### config.mk
export PLATFORM = sky130hd
export DESIGN_NAME = adct_top
export DESIGN_NICKNAME = d
export VERILOG_FILES = /design/src/hw/adct_pkg.sv /design/src/hw/adct_top.sv
export VERILOG_INCLUDE_DIRS = /design/src /design/src/hw
export SDC_FILE = /design/constraint.sdc
export NUM_CORES = 1
export LEC_CHECK = 0
export ABC_AREA = 1
export ABC_CLOCK_PERIOD_IN_PS = 3400
export BUFFER_PORTS_ARGS = -buffer_cell sky130_fd_sc_hd__buf_2
export CORE_MARGIN = 2
export CORE_UTILIZATION = 25
export DETAILED_ROUTE_END_ITERATION = 6
export HOLD_SLACK_MARGIN = 0.05
export PLACE_DENSITY_LB_ADDON = 0.25
export SLEW_MARGIN = 20
export SYNTH_ARGS = -nofsm -noshare
export SYNTH_HDL_FRONTEND = slang
export SYNTH_SLANG_ARGS = --single-unit
### constraint.sdc
create_clock -name i_clk -period 3.4 [get_ports i_clk]
set_input_delay 0.17 -clock i_clk [delete_from_list [all_inputs] [get_ports i_clk]]
set_output_delay 0.17 -clock i_clk [all_outputs]
set_load 0.01 [all_outputs]
### src/hw/adct_cfg.svh
// Offsets, fields, clock select encodings and timing counts of the conversion timer
// How it works
// Go flag starts twelve-period conversion
// Select picks divide 8, 32, 64 or RC
// Software keeps period at least 1.6 us
// Two-period gap, capacitor disconnected, after conversion
// Software waits acquisition time before go
// Holding capacitor is never discharged
// RC source only for sleep above 1 MHz
// Completion loads result, clears go, sets done
// Clearing go aborts, no result, gap, reacquire
// RC source waits one instruction cycle first
// Divider restarts at start, counts twelve periods
`ifndef ADCT_CFG_SVH
`define ADCT_CFG_SVH

// APB byte offsets
`define ADCT_OFS_CTRL 8'h00
`define ADCT_OFS_RESULT 8'h04
`define ADCT_OFS_ISTAT 8'h08
`define ADCT_OFS_IMASK 8'h0C
`define ADCT_OFS_STATUS 8'h10

// Field positions
`define ADCT_CTRL_GO 0
`define ADCT_CTRL_SEL_LO 1
`define ADCT_CTRL_SEL_HI 2
`define ADCT_EV_DONE 0
`define ADCT_EV_ABORT 1

// Clock select encodings and divider last counts
`define ADCT_SEL_DIV8 2'h0
`define ADCT_SEL_DIV32 2'h1
`define ADCT_SEL_DIV64 2'h2
`define ADCT_SEL_RC 2'h3
`define ADCT_DIV8_LAST 10'h007
`define ADCT_DIV32_LAST 10'h01F
`define ADCT_DIV64_LAST 10'h03F

// Timing
`define ADCT_CLK_MHZ 100
`define ADCT_RC_TAD_NS 4000
`define ADCT_RC_TAD_CYC (`ADCT_RC_TAD_NS * `ADCT_CLK_MHZ / 1000)
`define ADCT_TCY_CYC 4
`define ADCT_CONV_TADS 4'hB
`define ADCT_BLANK_TADS 4'h1
`define ADCT_CODE_MSB 10'h200

`endif

### src/hw/adct_pkg.sv
// Types of the conversion timer
`default_nettype none
package adct_pkg;

    typedef enum logic [1:0] {
        ADCT_ACQ,
        ADCT_RCW,
        ADCT_CONV,
        ADCT_BLANK
    } adct_state_e;

    typedef struct packed {
        adct_state_e st;
        logic go;
        logic [1:0] sel;
        logic [9:0] div;
        logic [3:0] tad_period;
        logic [9:0] code;
        logic [9:0] result;
        logic [1:0] ists;
        logic [1:0] imask;
        logic [31:0] prdata;
        logic pready;
        logic pslverr;
        logic irq;
        logic hold;
    } adct_regs_s;

endpackage
`default_nettype wire

### src/hw/adct_top.sv
// Conversion timing and sequencing for the successive-approximation converter
//
// Decided for this implementation: the APB slave port and the placing of the registers.
`timescale 1ns/1ps
`default_nettype none
`include "adct_cfg.svh"

module adct_top #(
    parameter logic [9:0] RC_TAD_CYC = 10'(`ADCT_RC_TAD_CYC),
    parameter logic [9:0] TCY_CYC = 10'(`ADCT_TCY_CYC)
) (
    input wire logic i_clk,
    input wire logic i_sys_rst,
    input wire logic i_psel,
    input wire logic i_penable,
    input wire logic i_pwrite,
    input wire logic [7:0] i_paddr,
    input wire logic [31:0] i_pwdata,
    output logic [31:0] o_prdata,
    output logic o_pready,
    output logic o_pslverr,
    input wire logic i_cmp_above,
    output logic [9:0] o_dac_code,
    output logic o_hold_connect,
    output logic o_irq
);

    // ---------------------------------------------
    // Helpers
    // ---------------------------------------------
    function automatic logic [9:0] tad_last(
        input logic [1:0] sel
    );
        case (sel)
            `ADCT_SEL_DIV8: tad_last = `ADCT_DIV8_LAST;
            `ADCT_SEL_DIV32: tad_last = `ADCT_DIV32_LAST;
            `ADCT_SEL_DIV64: tad_last = `ADCT_DIV64_LAST;
            default: tad_last = RC_TAD_CYC - 10'h001;
        endcase
    endfunction

    function automatic logic [32:0] read_reg(
        input logic [7:0] addr,
        input adct_pkg::adct_regs_s s
    );
        read_reg = {1'b1, 32'h0000_0000};
        case (addr)
            `ADCT_OFS_CTRL: read_reg[2:0] = {s.sel, s.go};
            `ADCT_OFS_RESULT: read_reg[9:0] = s.result;
            `ADCT_OFS_ISTAT: read_reg[1:0] = s.ists;
            `ADCT_OFS_IMASK: read_reg[1:0] = s.imask;
            `ADCT_OFS_STATUS: read_reg[2:0] = {s.hold, s.st};
            default: read_reg = 33'h0_0000_0000;
        endcase
    endfunction

    adct_pkg::adct_regs_s s_q;
    adct_pkg::adct_regs_s s_d;
    logic tick;
    logic acc;
    logic fin;
    logic wr_ctrl;
    logic [32:0] rd;
    logic done_ev;
    logic abort_ev;
    logic [3:0] bit_idx;
    logic [1:0] sel_new;

    assign tick = (s_q.div == tad_last(s_q.sel));
    assign acc = i_psel & i_penable;
    assign fin = acc & s_q.pready;
    assign wr_ctrl = fin & i_pwrite & (i_paddr == `ADCT_OFS_CTRL);
    assign rd = read_reg(i_paddr, s_q);
    assign bit_idx = 4'hA - s_q.tad_period;
    assign sel_new = i_pwdata[`ADCT_CTRL_SEL_HI:`ADCT_CTRL_SEL_LO];

    // ---------------------------------------------
    // Next state
    // ---------------------------------------------
    always_comb begin
        s_d = s_q;
        done_ev = 1'b0;
        abort_ev = 1'b0;
        // Free-running period divider
        s_d.div = tick ? 10'h000 : s_q.div + 10'h001;

        // APB: one wait state, effects at the completing edge
        s_d.pready = 1'b0;
        s_d.pslverr = 1'b0;
        if (acc && !s_q.pready) begin
            s_d.pready = 1'b1;
            s_d.pslverr = ~rd[32];
            s_d.prdata = i_pwrite ? 32'h0000_0000 : rd[31:0];
        end
        if (wr_ctrl) begin
            s_d.sel = sel_new;
        end
        if (fin && i_pwrite && i_paddr == `ADCT_OFS_RESULT) begin
            s_d.result = i_pwdata[9:0];
        end
        if (fin && i_pwrite && i_paddr == `ADCT_OFS_IMASK) begin
            s_d.imask = i_pwdata[1:0];
        end

        case (s_q.st)
            adct_pkg::ADCT_ACQ: begin
                s_d.hold = 1'b1;
                if (wr_ctrl && i_pwdata[`ADCT_CTRL_GO]) begin
                    s_d.go = 1'b1;
                    s_d.div = 10'h000;
                    s_d.tad_period = 4'h0;
                    if (sel_new == `ADCT_SEL_RC) begin
                        s_d.st = adct_pkg::ADCT_RCW;
                    end else begin
                        s_d.st = adct_pkg::ADCT_CONV;
                        s_d.code = `ADCT_CODE_MSB;
                        s_d.hold = 1'b0;
                    end
                end
            end
            adct_pkg::ADCT_RCW: begin
                s_d.div = s_q.div + 10'h001;
                if (wr_ctrl && !i_pwdata[`ADCT_CTRL_GO]) begin
                    s_d.go = 1'b0;
                    s_d.st = adct_pkg::ADCT_BLANK;
                    s_d.div = 10'h000;
                    s_d.hold = 1'b0;
                    abort_ev = 1'b1;
                end else if (s_q.div == TCY_CYC - 10'h001) begin
                    s_d.st = adct_pkg::ADCT_CONV;
                    s_d.div = 10'h000;
                    s_d.code = `ADCT_CODE_MSB;
                    s_d.hold = 1'b0;
                end
            end
            adct_pkg::ADCT_CONV: begin
                if (wr_ctrl && !i_pwdata[`ADCT_CTRL_GO]) begin
                    // Abort leaves the result untouched
                    s_d.go = 1'b0;
                    s_d.st = adct_pkg::ADCT_BLANK;
                    s_d.tad_period = 4'h0;
                    s_d.div = 10'h000;
                    abort_ev = 1'b1;
                end else if (tick) begin
                    if (s_q.tad_period == `ADCT_CONV_TADS) begin
                        s_d.result = s_q.code;
                        s_d.go = 1'b0;
                        s_d.st = adct_pkg::ADCT_BLANK;
                        s_d.tad_period = 4'h0;
                        done_ev = 1'b1;
                    end else begin
                        // Periods 1..10 resolve bits 9..0
                        if (s_q.tad_period != 4'h0 && s_q.tad_period != `ADCT_CONV_TADS) begin
                            s_d.code[bit_idx] = i_cmp_above;
                            if (bit_idx != 4'h0) begin
                                s_d.code[bit_idx - 4'h1] = 1'b1;
                            end
                        end
                        s_d.tad_period = s_q.tad_period + 4'h1;
                    end
                end
            end
            adct_pkg::ADCT_BLANK: begin
                s_d.hold = 1'b0;
                if (tick) begin
                    if (s_q.tad_period == `ADCT_BLANK_TADS) begin
                        // Capacitor keeps its charge; only reconnect
                        s_d.st = adct_pkg::ADCT_ACQ;
                        s_d.hold = 1'b1;
                        s_d.tad_period = 4'h0;
                    end else begin
                        s_d.tad_period = s_q.tad_period + 4'h1;
                    end
                end
            end
            default: begin
                s_d.st = adct_pkg::ADCT_ACQ;
            end
        endcase

        // Sticky events; a new event beats the read-clear
        // Clear only the bits that the read reported, so a late event survives
        if (fin && !i_pwrite && i_paddr == `ADCT_OFS_ISTAT) begin
            s_d.ists = s_q.ists & ~s_q.prdata[1:0];
        end
        s_d.ists[`ADCT_EV_DONE] = s_d.ists[`ADCT_EV_DONE] | done_ev;
        s_d.ists[`ADCT_EV_ABORT] = s_d.ists[`ADCT_EV_ABORT] | abort_ev;
        s_d.irq = |(s_d.ists & s_d.imask);
    end

    always_ff @(posedge i_clk) begin
        if (i_sys_rst) begin
            s_q <= '0;
            s_q.hold <= 1'b1;
        end else begin
            s_q <= s_d;
        end
    end

    assign o_prdata = s_q.prdata;
    assign o_pready = s_q.pready;
    assign o_pslverr = s_q.pslverr;
    assign o_dac_code = s_q.code;
    assign o_hold_connect = s_q.hold;
    assign o_irq = s_q.irq;

    // ---------------------------------------------
    // Checks
    // ---------------------------------------------
    logic [7:0] blank_cyc;
    logic [3:0] conv_ticks;
    logic [9:0] since_tick;

    always_ff @(posedge i_clk) begin
        if (i_sys_rst || s_q.st != adct_pkg::ADCT_BLANK) begin
            blank_cyc <= 8'h00;
        end else begin
            blank_cyc <= blank_cyc + 8'h01;
        end
    end

    always_ff @(posedge i_clk) begin
        if (i_sys_rst || s_q.st != adct_pkg::ADCT_CONV) begin
            conv_ticks <= 4'h0;
        end else if (tick) begin
            conv_ticks <= conv_ticks + 4'h1;
        end
    end

    always_ff @(posedge i_clk) begin
        if (i_sys_rst || tick || s_q.st != adct_pkg::ADCT_CONV) begin
            since_tick <= 10'h000;
        end else begin
            since_tick <= since_tick + 10'h001;
        end
    end
endmodule // adct_top
`default_nettype wire

==> impl_metrics.json, run 1 <==
{
  "final_util": 0.2882,
  "p_comb_frac": 0.176,
  "clkTransAtPathRegs_ps": 60,
  "clock_power_share": 0.480,
  "p_seq_frac": 0.344,
  "tns_ps": 0,
  "wl_per_cell_um": 12.08,
  "end_kind": "register",
  "async_reset_ff_frac": 0,
  "crit_slowest_cell": "dfxtp_1",
  "fin_nets": 668,
  "ios": 92,
  "yosys_warnings": 0,
  "relSlewSlack": 0.5576,
  "hp-class": "input port to register",
  "io_buffer_count": 47,
  "holdPathEnd": "s_q[37]",
  "worst_pin_slew_ps": 658.1,
  "yosysTopAreaCell": "dfxtp_1",
  "die-area_um2": 16290,
  "syn_to_final_growth_pct": 13.82,
  "required_ps": 3670,
  "layout_setup_ws_ps": 1350,
  "ir_drop_v": 0.0002021,
  "cts.sink_count": 57,
  "cp.depth": 9,
  "grt_pass1_vias": 3334,
  "grt-ovfl-total": 0,
  "gr-usage-all-layers": 0.1230,
  "final_antenna_net_count": 0,
  "drc": 0,
  "rr_worst_depth": 9,
  "firstDrtPassIters": 5,
  "synth_ff_type": "dfxtp_1",
  "critPathKind": "register to register",
  "finalWirelength_um": 9653,
  "preCtsSetupSlack_ps": 1350,
  "crit_path_max_incr_delay_ps": 390,
  "clkLatencyLatePin_ps": 340,
  "setup-violations-final": 0,
  "vias_per_cell": 4.484,
  "fp.coreArea_um2": 15090,
  "ys_seq_area_frac": 0.2986,
  "path_max_fanout": 12,
  "synth_top_cell_area_share": 0.2986,
  "ys_seq_elements": 57,
  "antenna_found_initial": 0,
  "cts_max_path_buffers": 2,
  "whs_path_depth": 3,
  "grt_pass1_wl_um": 16000,
  "synth_cells": 578,
  "synthDistinctLibCells": 38,
  "synth_edf_count": 0,
  "fillers": 1664,
  "synth_area_per_cell_um2": 6.611,
  "reg2reg_slack_ps": 1350,
  "seq_area_um2": 1141,
  "cts_tree": "yes",
  "path_cells": "inv_1 > ha_1 > nand2_1 > nand2_1 > a21oi_1 > nand3_4 > nor2_4 > nand3_1 > a21oi_1",
  "layout-drive-gt1-share": 0.1574,
  "multi_input_area_um2": 2161,
  "r2r-start": "s_q[77]",
  "htree_num_levels": 3,
  "start_util": 0.2532,
  "dieWidth_um": 127.6,
  "leakage_nw": 1.989,
  "finClkSkew_ps": 6.760,
  "finalMaxSlewViolations": 0,
  "cp_num_buf_inv": 1,
  "cts_setup_buffers": 0,
  "drt_iter0_drc": 243,
  "r2r_end": "o_dac_code[7]",
  "cap_viol_max_count": 0,
  "syn-cell-area_um2": 3821,
  "ctsResizeCount": 0,
  "p_int_w": 0.001456,
  "rsz0062_at_grt": "false",
  "synthTopCellsByArea": "dfxtp_1 (30%), nand2_1 (14%), buf_4 (8.4%)",
  "cts_hold_buf": 0,
  "hp-start": "i_pwdata[1]",
  "rows": 45,
  "num_vias": 3583,
  "timing.final.crit_period_ps": 2050,
  "grt_max_degree": 29,
  "period_share": 0.6030,
  "outcome": "finished clean",
  "fmax_ghz": 0.4877,
  "switching_share": 0.3031,
  "powerDensity_nw_per_um2": 480.5,
  "die_y_um": 127.6,
  "critPathLaunchType": "register",
  "hold_viol": 0,
  "cts_buffers": 9,
  "p_sw_w": 0.0006333,
  "hpwl_um": 7358,
  "gp_congestion": 0.8460,
  "cts_root_buffer": "clkbuf_16",
  "crit_family": "simple AND/OR/NAND/NOR gates",
  "cp.arrival_ps": 2320
}
[how the worst max path moves through the flow]
stage | startpoint | end | slack [ps]
after floorplan | s_q[74] | o_dac_code[8] | 1630
after global placement | s_q[74] | o_dac_code[9] | 1380
after detailed placement | s_q[75] | s_q[63] | 1350
after CTS | s_q[75] | s_q[63] | 1330
after global routing | s_q[60] | o_dac_code[5] | 1070
final | s_q[77] | o_dac_code[7] | 1350
[state kept, by name (all words and copies together), names as in the netlist]
register,flops
o_dac_code,10
o_hold_connect,1
o_irq,1
o_prdata,10
o_pready,1
o_pslverr,1
s_q,33
[synthesized netlist by cell type, types with 3 or more instances]
master and number:
clkbuf_1 6, nor2_1 61, a21oi_1 39, buf_4 43, buf_2 3, o21ai_0 44
inv_1 52, nand3_4 3, nor2_4 3, nand2_2 4, a22oi_1 7, dfxtp_1 57
nand4_1 4, nor2_2 4, o21ai_1 3, ha_1 17, nand2_1 144, xor2_1 6
inv_2 7, nand3_1 47
[power groups by stage]
stage          clock network (W)  logic (W)  registers, W
2_1_floorplan                  0   0.000304      0.000728
3_3_place_gp                   0   0.000367      0.000731
3_5_place_dp                   0   0.000368      0.000732
4_1_cts                  0.00103   0.000371      0.000718
5_1_grt                  0.00105   0.000427      0.000722
6_report                 0.00100   0.000369      0.000718
[metrics by stage]
step	cell area, um2	power, W	instances	hold slack, ps
after floorplan	3900	0.001032	599	328.9
after global placement	4014	0.001097	782	430.2
after detailed placement	4014	0.001101	782	440.4
after CTS	4340	0.002115	798	176.5
after global routing	4347	0.002199	798	206.2
final	4349	0.002090	799	180.5
[kinds of logic after synthesis]
logic type                 Yosys count  share of synthesized area
other                                1                  0.0009814
AOI/OAI and AO/OA                   97                     0.1346
DFF                                 57                     0.2986
and+or+nand+nor                    283                     0.3337
adders and majority gates           17                    0.05566
buffers and inverters              115                     0.1582
xor gates and xnor gates             8                    0.01834
[routing by layer]
metal,wire length (um),GRT usage
met1,4536,0.1521
met2,4514,0.2051
met3,473,0.03057
met4,128,0.04913
met5,0,0
[tightest hold or removal path: stages]
cell and delay [ps]:
buf_2 130, inv_1 80, a21oi_1 80
[layout by cell type (no fill, tap or decap), types with 3 or more instances in the layout]
cell / n
nand4_1: 4
buf_4: 3
a21oi_1: 39
xor2_1: 6
conb_1: 22
clkbuf_16: 9
inv_1: 52
nor2_4: 3
o21ai_1: 3
nor2_1: 61
inv_2: 7
nand3_4: 3
nand2_1: 144
a22oi_1: 7
dfxtp_1: 57
o21ai_0: 44
nand3_1: 47
nor2_2: 4
buf_2: 47
ha_1: 17
nand2_2: 4
[cell type report]
type,instances,share of cell area
clock inverters,7,0.02330
clock buffers,9,0.05178
multi-input cells,427,0.4968
diodes,1,0.0005754
well taps,188,0.05409
flip-flops and latches,57,0.2624
repair buffers,50,0.05926
inverters,60,0.05178
(Power assumes the default switching activity.)
==> run 2, diff against run 1 <==
Settings changed: ABC_CLOCK_PERIOD_IN_PS 3400 to 2000.
Clock period 3.4 ns to 2 ns, I/O delays scaled along.
==> run 2 against run 1 <==
First-iteration DRC count down 18%. Clock skew up 2.0 ps. Power up 75%. Fmax up 10%. Cell count up 2.1%. Sequential power up 70%. Global-route usage up 0.15 points. Combinational power up 99%. Die area unchanged. Critical path type unchanged.
==> impl_metrics.json, run 2 (same netlist as run 1, synthesis figures left out) <==
{
  "cp.arrival_ps": 2060,
  "io_buffer_count": 47,
  "cap_viol_max_count": 0,
  "n_antenna_cell": 0,
  "setup-violations-final": 0,
  "power.total_w": 0.003656,
  "crit_end": "o_dac_code[5]",
  "cts_root_buffer": "clkbuf_16",
  "ctsResizeCount": 0,
  "finClkSkew_ps": 8.806,
  "fp.coreArea_um2": 15090,
  "fin_nets": 687,
  "antenna_found_initial": 0,
  "largest_reg_flops": 33,
  "hold_viol": 0,
  "r2r-start": "s_q[75]",
  "multi_input_area_um2": 2215,
  "grt-ovfl-total": 0,
  "finalMaxSlewViolations": 0,
  "syn_to_final_growth_pct": 19.25,
  "grt_pass1_vias": 3373,
  "clkLatencyLatePin_ps": 330,
  "cts_setup_buffers": 0,
  "required_ps": 2200,
  "ios": 92,
  "final_common_cell": "nand2_1",
  "final_cell_mix": "nand2_1 (141), nor2_1 (58), dfxtp_1 (55)",
  "cts_hold_buf": 0,
  "rr_worst_depth": 11,
  "grt_pass1_wl_um": 16260,
  "drt_iter0_drc": 200,
  "num_vias": 3627,
  "leakage_nw": 2.092,
  "powerDensity_nw_per_um2": 802.3,
  "final_antenna_net_count": 0,
  "startpoint": "s_q[75]",
  "fillers": 1686,
  "layout-drive-gt1-share": 0.2006,
  "gr-usage-all-layers": 0.1245,
  "regMostFlops": "s_q",
  "fmax_ghz": 0.5388,
  "finalWirelength_um": 10110,
  "grt_max_degree": 28,
  "seq_area_um2": 1144,
  "vias_per_cell": 4.445,
  "gp_congestion": 0.8587,
  "whs_ps": 120.1,
  "critPathKind": "register to register",
  "drc": 0,
  "cts_tree": "yes",
  "wl_per_cell_um": 12.39,
  "start_util": 0.2532,
  "dieWidth_um": 127.6,
  "hp-class": "input port to register",
  "die-area_um2": 16290,
  "rows": 45,
  "clkTransAtPathRegs_ps": 50,
  "die_y_um": 127.6,
  "period_share": 0.9280,
  "hpwl_um": 7630,
  "reg2reg_slack_ps": 140,
  "path_max_fanout": 8,
  "critPathLaunchType": "register",
  "firstDrtPassIters": 4,
  "dp.cells": 800,
  "stdcell_count": 816,
  "htree_num_levels": 3,
  "cts_buffers": 9,
  "cts_max_path_buffers": 2,
  "outcome": "finished clean",
  "r2r_end": "o_dac_code[5]",
  "cts.sink_count": 57,
  "end_kind": "register",
  "ir_drop_v": 0.0003007,
  "timing.final.crit_period_ps": 1856
}
run 2: layout make-up:
| cell class | instances | share of cell area |
|---|---|---|
| clock inverter | 4 | 0.01675 |
| inverter | 60 | 0.04942 |
| sequential | 57 | 0.2510 |
| timing repair buffer | 68 | 0.08979 |
| multi-input combinational | 428 | 0.4860 |
| tap | 188 | 0.05162 |
| clock buffer | 11 | 0.05546 |
run 2: worst max-delay path, cell delays in order (launching register included):
cell and delay, ps:
dfxtp_1 320, buf_4 140, ha_1 200, inv_1 60, a21oi_1 50, nor2_1 190
nand3_4 150, nand2_2 100, nand3_4 120, buf_6 170, o21ai_0 150, a21oi_1 80
run 2: worst min path at each step:
stage                      from  endpoint  slack, ps  depth (start not counted)
detailed placement      s_q[64]   s_q[64]        450                          1
CTS                 i_pwdata[1]   s_q[37]        120                          3
global placement        s_q[64]   s_q[64]        430                          1
global route        i_pwdata[1]   s_q[37]        120                          3
finish              i_pwdata[1]   s_q[37]        120                          3
floorplan           i_pwdata[1]   s_q[37]        260                          2
run 2: power breakdown:
part           switching (W)  internal [W]
combinational       0.000484      0.000250
clock               0.000549       0.00115
sequential         0.0000377       0.00118
total                0.00107       0.00259
run 2: through the flow:
| stage | utilization | setup slack [ps] | setup TNS [ps] | area [um2] |
|---|---|---|---|---|
| 4_1_cts | 0.2976 | 68.32 | 0 | 4491 |
| 6_report | 0.3020 | 144.0 | 0 | 4557 |
| 2_1_floorplan | - | 234.7 | 0 | 3900 |
| 3_3_place_gp | 0.2758 | 107.3 | 0 | 4161 |
| 3_5_place_dp | 0.2758 | 80.16 | 0 | 4161 |
| 5_1_grt | 0.3020 | -17.26 | -38.89 | 4557 |
run 2: routing by layer:
| layer | wire length, um | share of wire | track usage | vias to the layer above |
|---|---|---|---|---|
| met2 | 4684 | 0.46 | 0.2020 | 66 |
| met4 | 169 | 0.017 | 0.04848 | 0 |
| met5 | 0 | 0 | 0 | - |
| li1 | - | - | - | 1885 |
| met1 | 4824 | 0.48 | 0.1572 | 1666 |
| met3 | 431 | 0.043 | 0.03392 | 10 |
==> run 3, diff against run 2 <==
Settings changed: CTS_BUF_LIST from default to sky130_fd_sc_hd__clkbuf_2 sky130_fd_sc_hd__clkbuf_4 sky130_fd_sc_hd__clkbuf_8.
==> run 3 against run 2 <==
Die area unchanged. Sequential power barely moved. Fmax barely moved.
==> impl_metrics.json, run 3 (same netlist as run 1, synthesis figures left out) <==
{
  "outcome": "finished clean",
  "whs_path_depth": 3,
  "die_y_um": 127.6,
  "hp-start": "i_pwdata[1]",
  "fillers": 1701,
  "path_max_fanout": 8,
  "timing.final.crit_period_ps": 1855,
  "leakage_nw": 2.045,
  "io_buffer_count": 47,
  "fp.coreArea_um2": 15090,
  "grt_pass1_wl_um": 16160,
  "firstDrtPassIters": 4,
  "finalMaxSlewViolations": 0,
  "finalWirelength_um": 10040,
  "end_kind": "register",
  "htree_num_levels": 3,
  "period_share": 0.9274,
  "layout-drive-gt1-share": 0.1990,
  "drc": 0,
  "crit_slowest_cell": "dfxtp_1",
  "grt-ovfl-total": 0,
  "grtUsageMet2": 0.2013,
  "finClkSkew_ps": 10.67,
  "clkLatencyLatePin_ps": 350,
  "seq_area_um2": 1144,
  "regMostFlops": "s_q",
  "dpl-instance-area_um2": 4161,
  "die-area_um2": 16290,
  "grt_pass1_vias": 3353,
  "crit_path_max_incr_delay_ps": 320,
  "vias_per_cell": 4.446,
  "setup-violations-final": 0,
  "final_common_cell": "nand2_1",
  "n_antenna_cell": 0,
  "cap_viol_max_count": 0,
  "fmax_ghz": 0.5391,
  "multi_input_area_um2": 2211,
  "syn_to_final_growth_pct": 16.50,
  "wl_per_cell_um": 12.30,
  "fin_nets": 687,
  "final_area_um2": 4452,
  "final_cell_mix": "nand2_1 (141), nor2_1 (58), dfxtp_1 (55)",
  "cts_buffers": 9,
  "cts_tree": "yes",
  "hpwl_um": 7630,
  "hold_viol": 0,
  "largest_reg_flops": 33,
  "required_ps": 2220,
  "start_util": 0.2532,
  "r2r_end": "o_dac_code[5]",
  "ir_drop_v": 0.0002625,
  "reg2reg_slack_ps": 150,
  "cts_max_path_buffers": 2,
  "use_met3": 0.03141,
  "gp_congestion": 0.8587,
  "cts_setup_buffers": 0,
  "powerDensity_nw_per_um2": 721.2,
  "grt_max_degree": 28,
  "hp-class": "input port to register",
  "final_util": 0.2950,
  "drt_iter0_drc": 225,
  "rows": 45,
  "top_usage_layer": "met2",
  "gr-usage-all-layers": 0.1238,
  "final_antenna_net_count": 0,
  "cp.arrival_ps": 2080,
  "path_cells": "buf_4 > ha_1 > inv_1 > a21oi_1 > nor2_1 > nand3_4 > nand2_2 > nand3_4 > buf_6 > o21ai_0 > a21oi_1",
  "critPathLaunchType": "register",
  "r2r-start": "s_q[75]",
  "dieWidth_um": 127.6,
  "ios": 92,
  "critPathKind": "register to register",
  "holdPathEnd": "s_q[37]",
  "num_vias": 3628,
  "grtUsageMet1": 0.1572,
  "cts.sink_count": 57,
  "antenna_found_initial": 0,
  "clkTransAtPathRegs_ps": 70,
  "rr_worst_depth": 11,
  "cts_root_buffer": "clkbuf_8"
}
-- run 3: through the flow --
step	instances	TNS (ps)	hold slack (ps)	total power, W	worst slack [ps]
final	816	0	97.98	0.003211	145.1
after global routing	816	-46.33	94.39	0.003392	-19.53
after CTS	815	0	92.58	0.003201	69.78
after detailed placement	800	0	449.1	0.001929	80.16
after global placement	800	0	430.4	0.001919	107.3
after floorplan	599	0	258.9	0.001755	234.7
-- run 3: area by class of cell --
type / count / area share
Multi-Input combinational cell: 428 / 0.4966
Clock buffer: 11 / 0.03401
Sequential cell: 57 / 0.2569
Tap cell: 188 / 0.05284
Timing Repair Buffer: 68 / 0.09191
Clock inverter: 4 / 0.01714
Inverter: 60 / 0.05059
-- run 3: worst max path at each step --
stage                       start       endpoint  slack [ps]  cells past startpoint
final                     s_q[75]  o_dac_code[5]         150                     11
after global routing      s_q[60]  o_dac_code[3]         -20                     12
after CTS                 s_q[74]  o_dac_code[5]          70                     11
after detailed placement  s_q[74]  o_dac_code[5]          80                     11
after global placement    s_q[75]  o_dac_code[9]         110                     13
after floorplan           s_q[74]  o_dac_code[8]         230                     12
-- run 3: worst max-delay path: cells and delay by family, from the launching register on --
kind	cells	cell delay, ps
simple gates	4	560
buf+inv	3	370
flops	1	320
compound gates	3	280
fa+ha+maj	1	200
-- run 3: layer usage --
layer	vias to the layer above	part of all wire
li1	1882	-
met1	1663	0.48
met2	72	0.46
met3	11	0.042
met4	0	0.018
met5	-	0
-- run 3: report_power, final --
group          total (W)  internal [W]  leakage (nW)  switching, W
sequential       0.00122       0.00118         0.461     0.0000377
clock            0.00126      0.000765         0.112      0.000497
combinational   0.000730      0.000250          1.47      0.000480
-- run 3: repair_timing --
item	4_1_cts	5_1_grt
endpoints found under the setup margin	0	21
resized for setup	0	21
hold buffers	0	0
